File: src/common/fsbp_defs.svh
// Constants for the flash standard block protection decoder
`ifndef FSBP_DEFS_SVH
`define FSBP_DEFS_SVH

`define FSBP_ARRAY_AW 19
`define FSBP_ARRAY_TOP 19'h7ffff
`define FSBP_ARRAY_BASE 19'h00000

`define FSBP_COARSE_TOP_LO1 19'h70000
`define FSBP_COARSE_TOP_LO2 19'h60000
`define FSBP_COARSE_TOP_LO3 19'h40000
`define FSBP_COARSE_BOT_HI1 19'h0ffff
`define FSBP_COARSE_BOT_HI2 19'h1ffff
`define FSBP_COARSE_BOT_HI3 19'h3ffff

`define FSBP_FINE_TOP_LO1 19'h7f000
`define FSBP_FINE_TOP_LO2 19'h7e000
`define FSBP_FINE_TOP_LO3 19'h7c000
`define FSBP_FINE_TOP_LO4 19'h78000
`define FSBP_FINE_BOT_HI1 19'h00fff
`define FSBP_FINE_BOT_HI2 19'h01fff
`define FSBP_FINE_BOT_HI3 19'h03fff
`define FSBP_FINE_BOT_HI4 19'h07fff

`define FSBP_E32_TOP_HI 19'h77fff
`define FSBP_E64_TOP_HI 19'h6ffff
`define FSBP_E32_BOT_LO 19'h08000
`define FSBP_E64_BOT_LO 19'h10000

`define FSBP_MASK_4K 19'h00fff
`define FSBP_MASK_32K 19'h07fff
`define FSBP_MASK_64K 19'h0ffff

`define FSBP_LEVEL_NONE 3'h0

`endif

File: src/common/fsbp_pkg.sv
// Types for the flash standard block protection decoder
`default_nettype none

package fsbp_pkg;

  typedef enum logic [2:0] {
    FSBP_CMD_PROGRAM,
    FSBP_CMD_ERASE_4K,
    FSBP_CMD_ERASE_32K,
    FSBP_CMD_ERASE_64K,
    FSBP_CMD_ERASE_CHIP
  } fsbp_cmd_t;

  typedef struct packed {
    logic none;
    logic [18:0] lo;
    logic [18:0] hi;
  } fsbp_region_t;

endpackage : fsbp_pkg

`default_nettype wire

File: src/logic/fsbp_guard.sv
// Protection decoder and program/erase gate for the serial flash array
// Function
// - Scheme select low applies the range-based protection fields.
// - Scheme select high ignores range fields; per-block lock bits decide.
// - Complement flag inverts the decoded region across the whole array.
// - Granularity bit picks 4 kB or 64 kB units for the level.
// - Top/bottom bit grows region down from top or up from zero.
// - Three-bit level chooses none, part or all of the array.
// - Program and erase into the protected region are refused.
// - Plain coarse top: levels 1-3 from 70000/60000/40000, 4-7 whole.
// - Plain coarse bottom: levels 1-3 up to 0FFFF/1FFFF/3FFFF, 4-7 whole.
// - Plain fine top: 7F000/7E000/7C000, 4-5 from 78000, 6-7 whole.
// - Plain fine bottom: to 00FFF/01FFF/03FFF, 4-5 to 07FFF, 6-7 whole.
// - Uncomplemented level zero protects nothing; outside region unprotected.
// - Complemented level zero whole; coarse top levels 1-3 low part, else none.
// - Complemented coarse bottom: levels 1-3 from 10000/20000/40000 upward.
// - Complemented fine top: to 7EFFF/7DFFF/7BFFF, 4-5 to 77FFF.
// - Complemented fine bottom: from 01000/02000/04000, 4-5 from 08000.
// - Complemented fine top levels 1-3: 32 kB erase protects up to 77FFF.
// - Complemented fine top levels 1-5: 64 kB erase protects up to 6FFFF.
// - Complemented fine bottom levels 1-3: 32 kB erase protects from 08000.
// - Complemented fine bottom levels 1-5: 64 kB erase protects from 10000.
`timescale 1ns/1ns
`default_nettype none
`include "fsbp_defs.svh"

module fsbp_guard (
  input wire logic sys_clk,
  input wire logic rst_n,
  input wire logic protection_scheme_select,
  input wire logic complement_protect,
  input wire logic protect_granularity,
  input wire logic top_bottom_select,
  input wire logic [2:0] protect_level_field,
  input wire logic lock_bit_hit,
  input wire logic cmd_valid,
  input wire fsbp_pkg::fsbp_cmd_t cmd_kind,
  input wire logic [23:0] cmd_addr,
  output logic verdict_valid,
  output logic verdict_allow,
  output logic verdict_refuse,
  output logic region_none,
  output logic [18:0] region_lo,
  output logic [18:0] region_hi
);
  import fsbp_pkg::*;

  // Level decode before any complement
  function automatic fsbp_region_t base_region(
    input logic gran,
    input logic bottom,
    input logic [2:0] lvl
  );
    fsbp_region_t r;
    r.none = (lvl == `FSBP_LEVEL_NONE);
    r.lo = `FSBP_ARRAY_BASE;
    r.hi = `FSBP_ARRAY_TOP;
    if (!gran)
    begin
      unique case (lvl)
        3'h1:
        begin
          r.lo = bottom ? `FSBP_ARRAY_BASE : `FSBP_COARSE_TOP_LO1;
          r.hi = bottom ? `FSBP_COARSE_BOT_HI1 : `FSBP_ARRAY_TOP;
        end
        3'h2:
        begin
          r.lo = bottom ? `FSBP_ARRAY_BASE : `FSBP_COARSE_TOP_LO2;
          r.hi = bottom ? `FSBP_COARSE_BOT_HI2 : `FSBP_ARRAY_TOP;
        end
        3'h3:
        begin
          r.lo = bottom ? `FSBP_ARRAY_BASE : `FSBP_COARSE_TOP_LO3;
          r.hi = bottom ? `FSBP_COARSE_BOT_HI3 : `FSBP_ARRAY_TOP;
        end
        default:
        begin
          r.lo = `FSBP_ARRAY_BASE;
          r.hi = `FSBP_ARRAY_TOP;
        end
      endcase
    end
    else
    begin
      unique case (lvl)
        3'h1:
        begin
          r.lo = bottom ? `FSBP_ARRAY_BASE : `FSBP_FINE_TOP_LO1;
          r.hi = bottom ? `FSBP_FINE_BOT_HI1 : `FSBP_ARRAY_TOP;
        end
        3'h2:
        begin
          r.lo = bottom ? `FSBP_ARRAY_BASE : `FSBP_FINE_TOP_LO2;
          r.hi = bottom ? `FSBP_FINE_BOT_HI2 : `FSBP_ARRAY_TOP;
        end
        3'h3:
        begin
          r.lo = bottom ? `FSBP_ARRAY_BASE : `FSBP_FINE_TOP_LO3;
          r.hi = bottom ? `FSBP_FINE_BOT_HI3 : `FSBP_ARRAY_TOP;
        end
        3'h4, 3'h5:
        begin
          r.lo = bottom ? `FSBP_ARRAY_BASE : `FSBP_FINE_TOP_LO4;
          r.hi = bottom ? `FSBP_FINE_BOT_HI4 : `FSBP_ARRAY_TOP;
        end
        default:
        begin
          r.lo = `FSBP_ARRAY_BASE;
          r.hi = `FSBP_ARRAY_TOP;
        end
      endcase
    end
    return r;
  endfunction : base_region

  // Every region touches one end, so its complement stays contiguous
  function automatic fsbp_region_t full_region(
    input logic cmp,
    input logic gran,
    input logic bottom,
    input logic [2:0] lvl
  );
    fsbp_region_t b;
    fsbp_region_t r;
    b = base_region(gran, bottom, lvl);
    r = b;
    if (cmp)
    begin
      if (b.none)
      begin
        r.none = 1'b0;
        r.lo = `FSBP_ARRAY_BASE;
        r.hi = `FSBP_ARRAY_TOP;
      end
      else if (b.lo == `FSBP_ARRAY_BASE && b.hi == `FSBP_ARRAY_TOP)
      begin
        r.none = 1'b1;
      end
      else if (!bottom)
      begin
        r.lo = `FSBP_ARRAY_BASE;
        r.hi = b.lo - 19'h00001;
      end
      else
      begin
        r.lo = b.hi + 19'h00001;
        r.hi = `FSBP_ARRAY_TOP;
      end
    end
    return r;
  endfunction : full_region

  // Large erases see a narrower region under complemented fine settings
  function automatic fsbp_region_t erase_region(
    input logic cmp,
    input logic gran,
    input logic bottom,
    input logic [2:0] lvl,
    input fsbp_cmd_t kind
  );
    fsbp_region_t r;
    r = full_region(cmp, gran, bottom, lvl);
    if (cmp && gran && !r.none)
    begin
      if (kind == FSBP_CMD_ERASE_32K && lvl >= 3'h1 && lvl <= 3'h3)
      begin
        if (!bottom)
          r.hi = `FSBP_E32_TOP_HI;
        else
          r.lo = `FSBP_E32_BOT_LO;
      end
      else if (kind == FSBP_CMD_ERASE_64K && lvl >= 3'h1 && lvl <= 3'h5)
      begin
        if (!bottom)
          r.hi = `FSBP_E64_TOP_HI;
        else
          r.lo = `FSBP_E64_BOT_LO;
      end
    end
    return r;
  endfunction : erase_region

  function automatic logic [18:0] kind_mask(input fsbp_cmd_t kind);
    logic [18:0] m;
    m = 19'h00000;
    unique case (kind)
      FSBP_CMD_PROGRAM: m = 19'h00000;
      FSBP_CMD_ERASE_4K: m = `FSBP_MASK_4K;
      FSBP_CMD_ERASE_32K: m = `FSBP_MASK_32K;
      FSBP_CMD_ERASE_64K: m = `FSBP_MASK_64K;
      FSBP_CMD_ERASE_CHIP: m = `FSBP_ARRAY_TOP;
      default: m = `FSBP_ARRAY_TOP;
    endcase
    return m;
  endfunction : kind_mask

  fsbp_region_t cmd_region;
  logic [18:0] blk_mask;
  logic [18:0] blk_lo;
  logic [18:0] blk_hi;
  logic std_hit;
  logic next_refuse;
  fsbp_region_t view;

  // Upper address bits fold onto the 4-Mbit array
  always_comb
  begin
    cmd_region = erase_region(complement_protect, protect_granularity,
                              top_bottom_select, protect_level_field, cmd_kind);
    blk_mask = kind_mask(cmd_kind);
    blk_lo = cmd_addr[18:0] & ~blk_mask;
    blk_hi = cmd_addr[18:0] | blk_mask;
    std_hit = !cmd_region.none && blk_lo <= cmd_region.hi &&
              blk_hi >= cmd_region.lo;
    if (protection_scheme_select)
      next_refuse = lock_bit_hit;
    else
      next_refuse = std_hit;
    view = full_region(complement_protect, protect_granularity,
                       top_bottom_select, protect_level_field);
  end

  always_ff @(posedge sys_clk or negedge rst_n)
  begin
    if (!rst_n)
    begin
      verdict_valid <= 1'b0;
      verdict_allow <= 1'b0;
      verdict_refuse <= 1'b0;
    end
    else
    begin
      verdict_valid <= cmd_valid;
      verdict_allow <= cmd_valid && !next_refuse;
      verdict_refuse <= cmd_valid && next_refuse;
    end
  end

  // Published region is what a program sees; lock scheme shows none
  always_ff @(posedge sys_clk or negedge rst_n)
  begin
    if (!rst_n)
    begin
      region_none <= 1'b1;
      region_lo <= `FSBP_ARRAY_BASE;
      region_hi <= `FSBP_ARRAY_BASE;
    end
    else
    begin
      region_none <= protection_scheme_select || view.none;
      region_lo <= view.lo;
      region_hi <= view.hi;
    end
  end

  logic std_mode;
  assign std_mode = !protection_scheme_select;
endmodule : fsbp_guard

`default_nettype wire

File: config.mk
export PLATFORM = sky130hd
export DESIGN_NAME = fsbp_guard
export DESIGN_NICKNAME = d
export VERILOG_FILES = /design/src/common/fsbp_pkg.sv /design/src/logic/fsbp_guard.sv
export VERILOG_INCLUDE_DIRS = /design/src /design/src/common
export SDC_FILE = /design/constraint.sdc
export NUM_CORES = 1
export LEC_CHECK = 0
export BUFFER_PORTS_ARGS = -buffer_cell sky130_fd_sc_hd__buf_2
export CORE_ASPECT_RATIO = 2
export CORE_UTILIZATION = 50
export CTS_CLUSTER_SIZE = 8
export DETAILED_ROUTE_END_ITERATION = 16
export GPL_TIMING_DRIVEN = 0
export MAX_ROUTING_LAYER = met4
export PLACE_DENSITY = 0.83
export SLEW_MARGIN = 20
export SYNTH_ARGS = -nofsm -noshare
export SYNTH_HDL_FRONTEND = slang
export SYNTH_SLANG_ARGS = --single-unit
File: constraint.sdc
create_clock -name sys_clk -period 2.1 [get_ports sys_clk]
set_input_delay 0.42 -clock sys_clk [delete_from_list [all_inputs] [get_ports sys_clk]]
set_output_delay 0.42 -clock sys_clk [all_outputs]
set_load 0.05 [all_outputs]
# Word level (Yosys, flattened, before mapping)
# Cells that the tools add are included.
[word_totals] ff_bits=42 romBits=0 latch_bits=0 output_inout_bits=42 ram_bits=0 inputBits=38 n_memories=0
[op_classes] n_mux=31 n_mul=0 n_eq_ne=9 shifts=0 magnitude_cmp=5 bitwise=3 add_sub_neg=2 div=0 n_reduce_logical=18
[op_table] operator="$mux W19" n=18
[op_table] operator="$mux W38" n=6
[op_table] operator="$pmux W38 S4" n=1
[op_table] operator="$pmux W38 S3" n=1
[op_table] operator="$mux W39" n=2
[op_table] operator="$pmux W19 S4" n=1
[op_table] operator="$add A19 B1 Y19 const B" n=1
[op_table] operator="$and A19 B19 Y19" n=1
[op_table] operator="$eq A19 B19 Y1 const B" n=1
[op_table] operator="$ge A19 B19 Y1" n=1
[op_table] operator="$le A19 B19 Y1" n=1
[op_table] operator="$logic_not A19 Y1" n=1
[op_table] operator="$not A19 Y19" n=1
[op_table] operator="$or A19 B19 Y19" n=1
[op_table] operator="$sub A19 B1 Y19 const B" n=1
[op_table] operator="$eq A3 B2 Y1 const B" n=4
[op_table] operator="$logic_and A1 B1 Y1" n=11
[op_table] operator="$eq A3 B1 Y1 const B" n=2
[op_table] operator="$eq A3 B3 Y1 const B" n=2
[op_table] operator="$logic_not A3 Y1" n=2
[op_table] operator="$ge A3 B1 Y1 const B" n=1
[op_table] operator="$le A3 B2 Y1 const B" n=1
[op_table] operator="$le A3 B3 Y1 const B" n=1
[op_table] operator="$logic_not A1 Y1" n=2
[op_table] operator="other kinds (3)" n=4

# Logic depth before layout (Yosys ltp)
[depth] word_depth=19 ltp_mapped=16 ltp_nobuf=15

# Least setup slack after synthesis
# No wires, ideal clock.
[synth_timing] kind="input -> register" start="input port top_bottom_select" end="register verdict_refuse" path_slack_ps=-1360 t_required_ps=2034 cell_stages=14 setup_time_ps=66 arrival_time_ps=3394 cell_sequence="clkbuf_1 -> clkbuf_1 -> nand2b_1 -> ha_1 -> nor4bb_1 -> o21ai_0 -> a2111oi_4 -> a31o_1 -> ha_1 -> nand4_1 -> nor4_1 -> a211oi_1 -> o31ai_1 -> and2_1"
[synth_via] elab_chain_len=17
[synth_rtl] element="start, declared" line="fsbp_guard.sv:33" source="input wire logic top_bottom_select,"
[synth_rtl] element="$mux W19 (no line)"
[synth_rtl] element="$pmux W38 S4 or $pmux W38 S3 (tied branches)" line="fsbp_guard.sv:85, fsbp_guard.sv:60"
[synth_rtl] element="$mux W38" line="fsbp_guard.sv:58" source="if (!gran)"
[synth_rtl] element="$sub A19 B1 Y19 (tied with other cells)" line="fsbp_guard.sv:142" source="r.hi = b.lo - 19'h00001;"
[synth_rtl] element="$mux W38 or $logic_and A1 B1 Y1 (tied branches)"
[synth_rtl] element="$mux W38" line="fsbp_guard.sv:135" source="else if (b.lo == `FSBP_ARRAY_BASE && b.hi == `FSBP_ARRAY_TOP)"
[synth_rtl] element="$mux W39" line="fsbp_guard.sv:129" source="if (b.none)"
[synth_rtl] element="$mux W39" line="fsbp_guard.sv:127" source="if (cmp)"
[synth_rtl] element="$mux W19" line="fsbp_guard.sv:174" source="if (!bottom)"
[synth_rtl] element="$mux W38" line="fsbp_guard.sv:172" source="else if (kind == FSBP_CMD_ERASE_64K && lvl >= 3'h1 && lvl <= 3'h5)"
[synth_rtl] element="$mux W38" line="fsbp_guard.sv:165" source="if (kind == FSBP_CMD_ERASE_32K && lvl >= 3'h1 && lvl <= 3'h3)"
[synth_rtl] element="$mux W38" line="fsbp_guard.sv:163" source="if (cmp && gran && !r.none)"
[synth_rtl] element="$le A19 B19 Y1" line="fsbp_guard.sv:213" source="std_hit = !cmd_region.none && blk_lo <= cmd_region.hi &&"
[synth_rtl] element="$logic_and A1 B1 Y1" line="fsbp_guard.sv:213"
[synth_rtl] element="$logic_and A1 B1 Y1 (*)" line="fsbp_guard.sv:213"
[synth_rtl] element="$mux W1 (*)" line="fsbp_guard.sv:215" source="if (protection_scheme_select)"
[synth_rtl] element="$logic_and A1 B1 Y1 (*)" line="fsbp_guard.sv:235" source="verdict_refuse <= cmd_valid && next_refuse;"
[synth_rtl] element="end signal, assigned" line="fsbp_guard.sv:235"
[synth_rtl] element="end, declared" line="fsbp_guard.sv:41" source="output logic verdict_refuse,"
# Every way passes the cells marked *; elsewhere a longest branch is shown, timed or not.

==> impl_metrics.env <==
export IMPL_dieArea_um2=4180
export IMPL_nets=378
export IMPL_grt_util_all_layers_pct=29.2
export IMPL_drtIter0Drc=79
export IMPL_cp_data_arrival_time_ns=3.34
export IMPL_cts_hold_buffers_added=0
export IMPL_root_buffer="clkbuf_8"
export IMPL_layout_min_cycle_time_ns=3.15
export IMPL_syn_avg_cell_area_um2=8.47
export IMPL_fin_crit_sh_pct=150
export IMPL_regArea_um2=477
export IMPL_crit_top_cell="nand2b_4"
export IMPL_synth_ff_type="dfrtp_1"
export IMPL_violations="negative setup slack"
export IMPL_dp_cells=351
export IMPL_num_rows=31
export IMPL_grt_overflow_total=0
export IMPL_gp_congestion=1.00
export IMPL_final_cell_mix="buf_2, buf_4, nand2_1, dfrtp_1"
export IMPL_relSlewSlack_pct=52.4
export IMPL_first_pass_iters=4
export IMPL_placed_cell_area_um2=2520
export IMPL_ctsHtreeMaxLevel=1
export IMPL_clk_pin_slew_worst_paths_ns=0.07
export IMPL_slowest_stage="o31ai_2"
export IMPL_final_util_pct=76.7
export IMPL_fmax_mhz=318
export IMPL_fin_tns_setup_ns=-2.06
export IMPL_io_pins=80
export IMPL_final_common_cell="buf_2"
export IMPL_critPathLaunchType="input pin"
export IMPL_drtAntennaViolNets=0
export IMPL_cp_num_cells=18
export IMPL_antenna_cells=0
export IMPL_numCtsBuffers=3
export IMPL_path_class="input pin to flip-flop"
export IMPL_crit_path_cell_trace="buf_8 > buf_8 > nand2b_4 > nor3b_4 > nand2b_4 > ha_4 > buf_6 > nor2b_1 > a2bb2oi_1 > a21oi_1 > o22ai_2 > nand2b_4 > ha_4 > a211oi_2 > o211a_1 > a211oi_2 > o31ai_2 > and2_1"
export IMPL_critical_path_top_delay_family="compound AO/OA/AOI/OAI gates"
export IMPL_synthesis_instances=231
export IMPL_grt_pass1_vias=1913
export IMPL_grt_max_degree=20
export IMPL_crit_end="verdict_refuse$_DFF_PN0_"
export IMPL_power_leakage_nw=1.35
export IMPL_cap_violations=0
export IMPL_yosysSeqAreaShare_pct=24.4
export IMPL_end_kind="flip-flop"
export IMPL_finalSetupViolations=2
export IMPL_synth_area_um2=1960
export IMPL_ir_worst_vdd_mv=0.405
export IMPL_clock_sinks=19
export IMPL_final_layout_size_suffix_gt1_share_pct=48.1
export IMPL_rsz0062_at_grt="true"
export IMPL_drt_total_wl_mm=5.98
export IMPL_ys_seq_elements=19
export IMPL_synth_cell_types=57
export IMPL_synth_warnings=0
export IMPL_clk_path_buf_depth=2
export IMPL_path_buf_inv=3
export IMPL_cts_tree="yes"
export IMPL_die_h_um=90.4
export IMPL_die_w_um=46.2
export IMPL_hpwl_mm=4.44
export IMPL_nFillCells=276
export IMPL_hold_viol_final=0
export IMPL_post_route_drc_count=0
export IMPL_stdcell_count=371
export IMPL_start_util_pct=53.1
export IMPL_cpPeakStageDelay_ns=0.31
export IMPL_worst_pin_slew_ns=0.704
export IMPL_area_delta_synth_final_pct=44.5
export IMPL_p_per_area_nw_per_um2=452
export IMPL_core_area_um2=3680
export IMPL_outcome="complete, but fails checks"
export IMPL_final_area_um2=2830
export IMPL_hold_path_class="input pin to asynchronous set/reset pin"
export IMPL_grt_pass1_wl_mm=8.74
export IMPL_vias=2072
export IMPL_synth_edf_count=0
export IMPL_layout_setup_ws_ns=-1.05
export IMPL_place_port_buffers=60
export IMPL_antenna_found_initial=0
export IMPL_cp_max_fo=5
export IMPL_required_ns=2.29
export IMPL_routedWlPerCell_um=16.1
export IMPL_cp_startpoint="protect_level_field[2]"
export IMPL_place_ws_ns=-1.60
export IMPL_multi_input_area_um2=1490
export IMPL_avgViaCountPerCell=5.58
export IMPL_slew_viol_final=0
export IMPL_ys_async_sr_fraction_pct=100
==> metrics by stage <==
| stage | hold slack (ns) | total power [mW] |
|---|---|---|
| floorplan | 0.124 | 0.843 |
| finish | 0.0894 | 1.28 |
| detailed placement | 0.360 | 0.977 |
| global placement | 0.360 | 0.970 |
| global route | 0.113 | 1.34 |
| CTS | 0.0936 | 1.25 |
==> what timing repair did <==
action,4_1_cts,5_1_grt
pin swaps,13,20
gates resized for setup,17,18
setup buffers,13,3
setup endpoints to repair,6,7
==> worst min-delay path by stage <==
stage	start	to	slack, ns	cells past startpoint
final	rst_n	region_hi[11]$_DFF_PN0_	0.09	1
after global routing	rst_n	region_hi[11]$_DFF_PN0_	0.11	1
after CTS	rst_n	region_hi[11]$_DFF_PN0_	0.09	1
after detailed placement	rst_n	region_hi[18]$_DFF_PN0_	0.36	1
after global placement	rst_n	region_hi[14]$_DFF_PN0_	0.36	1
after floorplan	rst_n	region_hi[11]$_DFF_PN0_	0.12	0
==> power by group <==
part | switching [mW] | internal (mW)
Clock | 0.107 | 0.131
Sequential | 0.00942 | 0.391
Combinational | 0.402 | 0.235
==> Yosys cell counts (all sizes together) (4+ instances only) <==
master | number | share of area, %
o22ai | 4 | 1.3
o21ai | 8 | 2.2
clkbuf | 6 | 1.2
and2 | 7 | 2.2
ha | 17 | 11
dfrtp | 18 | 23
nor2b | 11 | 3.5
nand2 | 21 | 4.0
nand2b | 11 | 3.9
nand4 | 6 | 1.9
inv | 4 | 0.77
a211oi | 4 | 1.5
nor2 | 14 | 2.7
nand3 | 5 | 1.3
or3 | 6 | 2.2
a21oi | 8 | 2.0
buf | 29 | 11
==> area by class of cell <==
class / instances / area share, %
Sequential cell: 19 / 16.9
Clock inverter: 1 / 0.177
Buffer: 35 / 10.5
Timing Repair Buffer: 76 / 15.6
Clock buffer: 3 / 1.46
Inverter: 4 / 0.531
Multi-Input combinational cell: 184 / 52.7
Tap cell: 49 / 2.17
==> state kept, by name, indices dropped and copies added, names as in the netlist <==
register	cells
region_none	1
verdict_allow	1
verdict_refuse	1
region_hi	8
region_lo	7
verdict_valid	1
==> cells by family after synthesis <==
| kind of cell | after synthesis | share of synthesized area, % |
|---|---|---|
| other | 2 | 0.384 |
| muxes | 2 | 1.09 |
| adders and majority gates | 17 | 10.9 |
| DFF | 19 | 24.4 |
| xor gates and xnor gates | 1 | 0.448 |
| and+or+nand+nor | 99 | 29.0 |
| AOI/OAI and AO/OA | 52 | 20.8 |
| buffers and inverters | 39 | 13.1 |
==> routing by layer <==
metal  vias to the layer above  global-route usage [%]  part of all wire (%)
met4                         0                    15.4                   6.0
met5                         -                       -                     0
met2                       134                    53.8                    56
met3                        28                    2.00                   5.2
met1                       935                    27.1                    32
li1                        975                       -                     -
No activity file was read; power rests on OpenSTA's default activity.
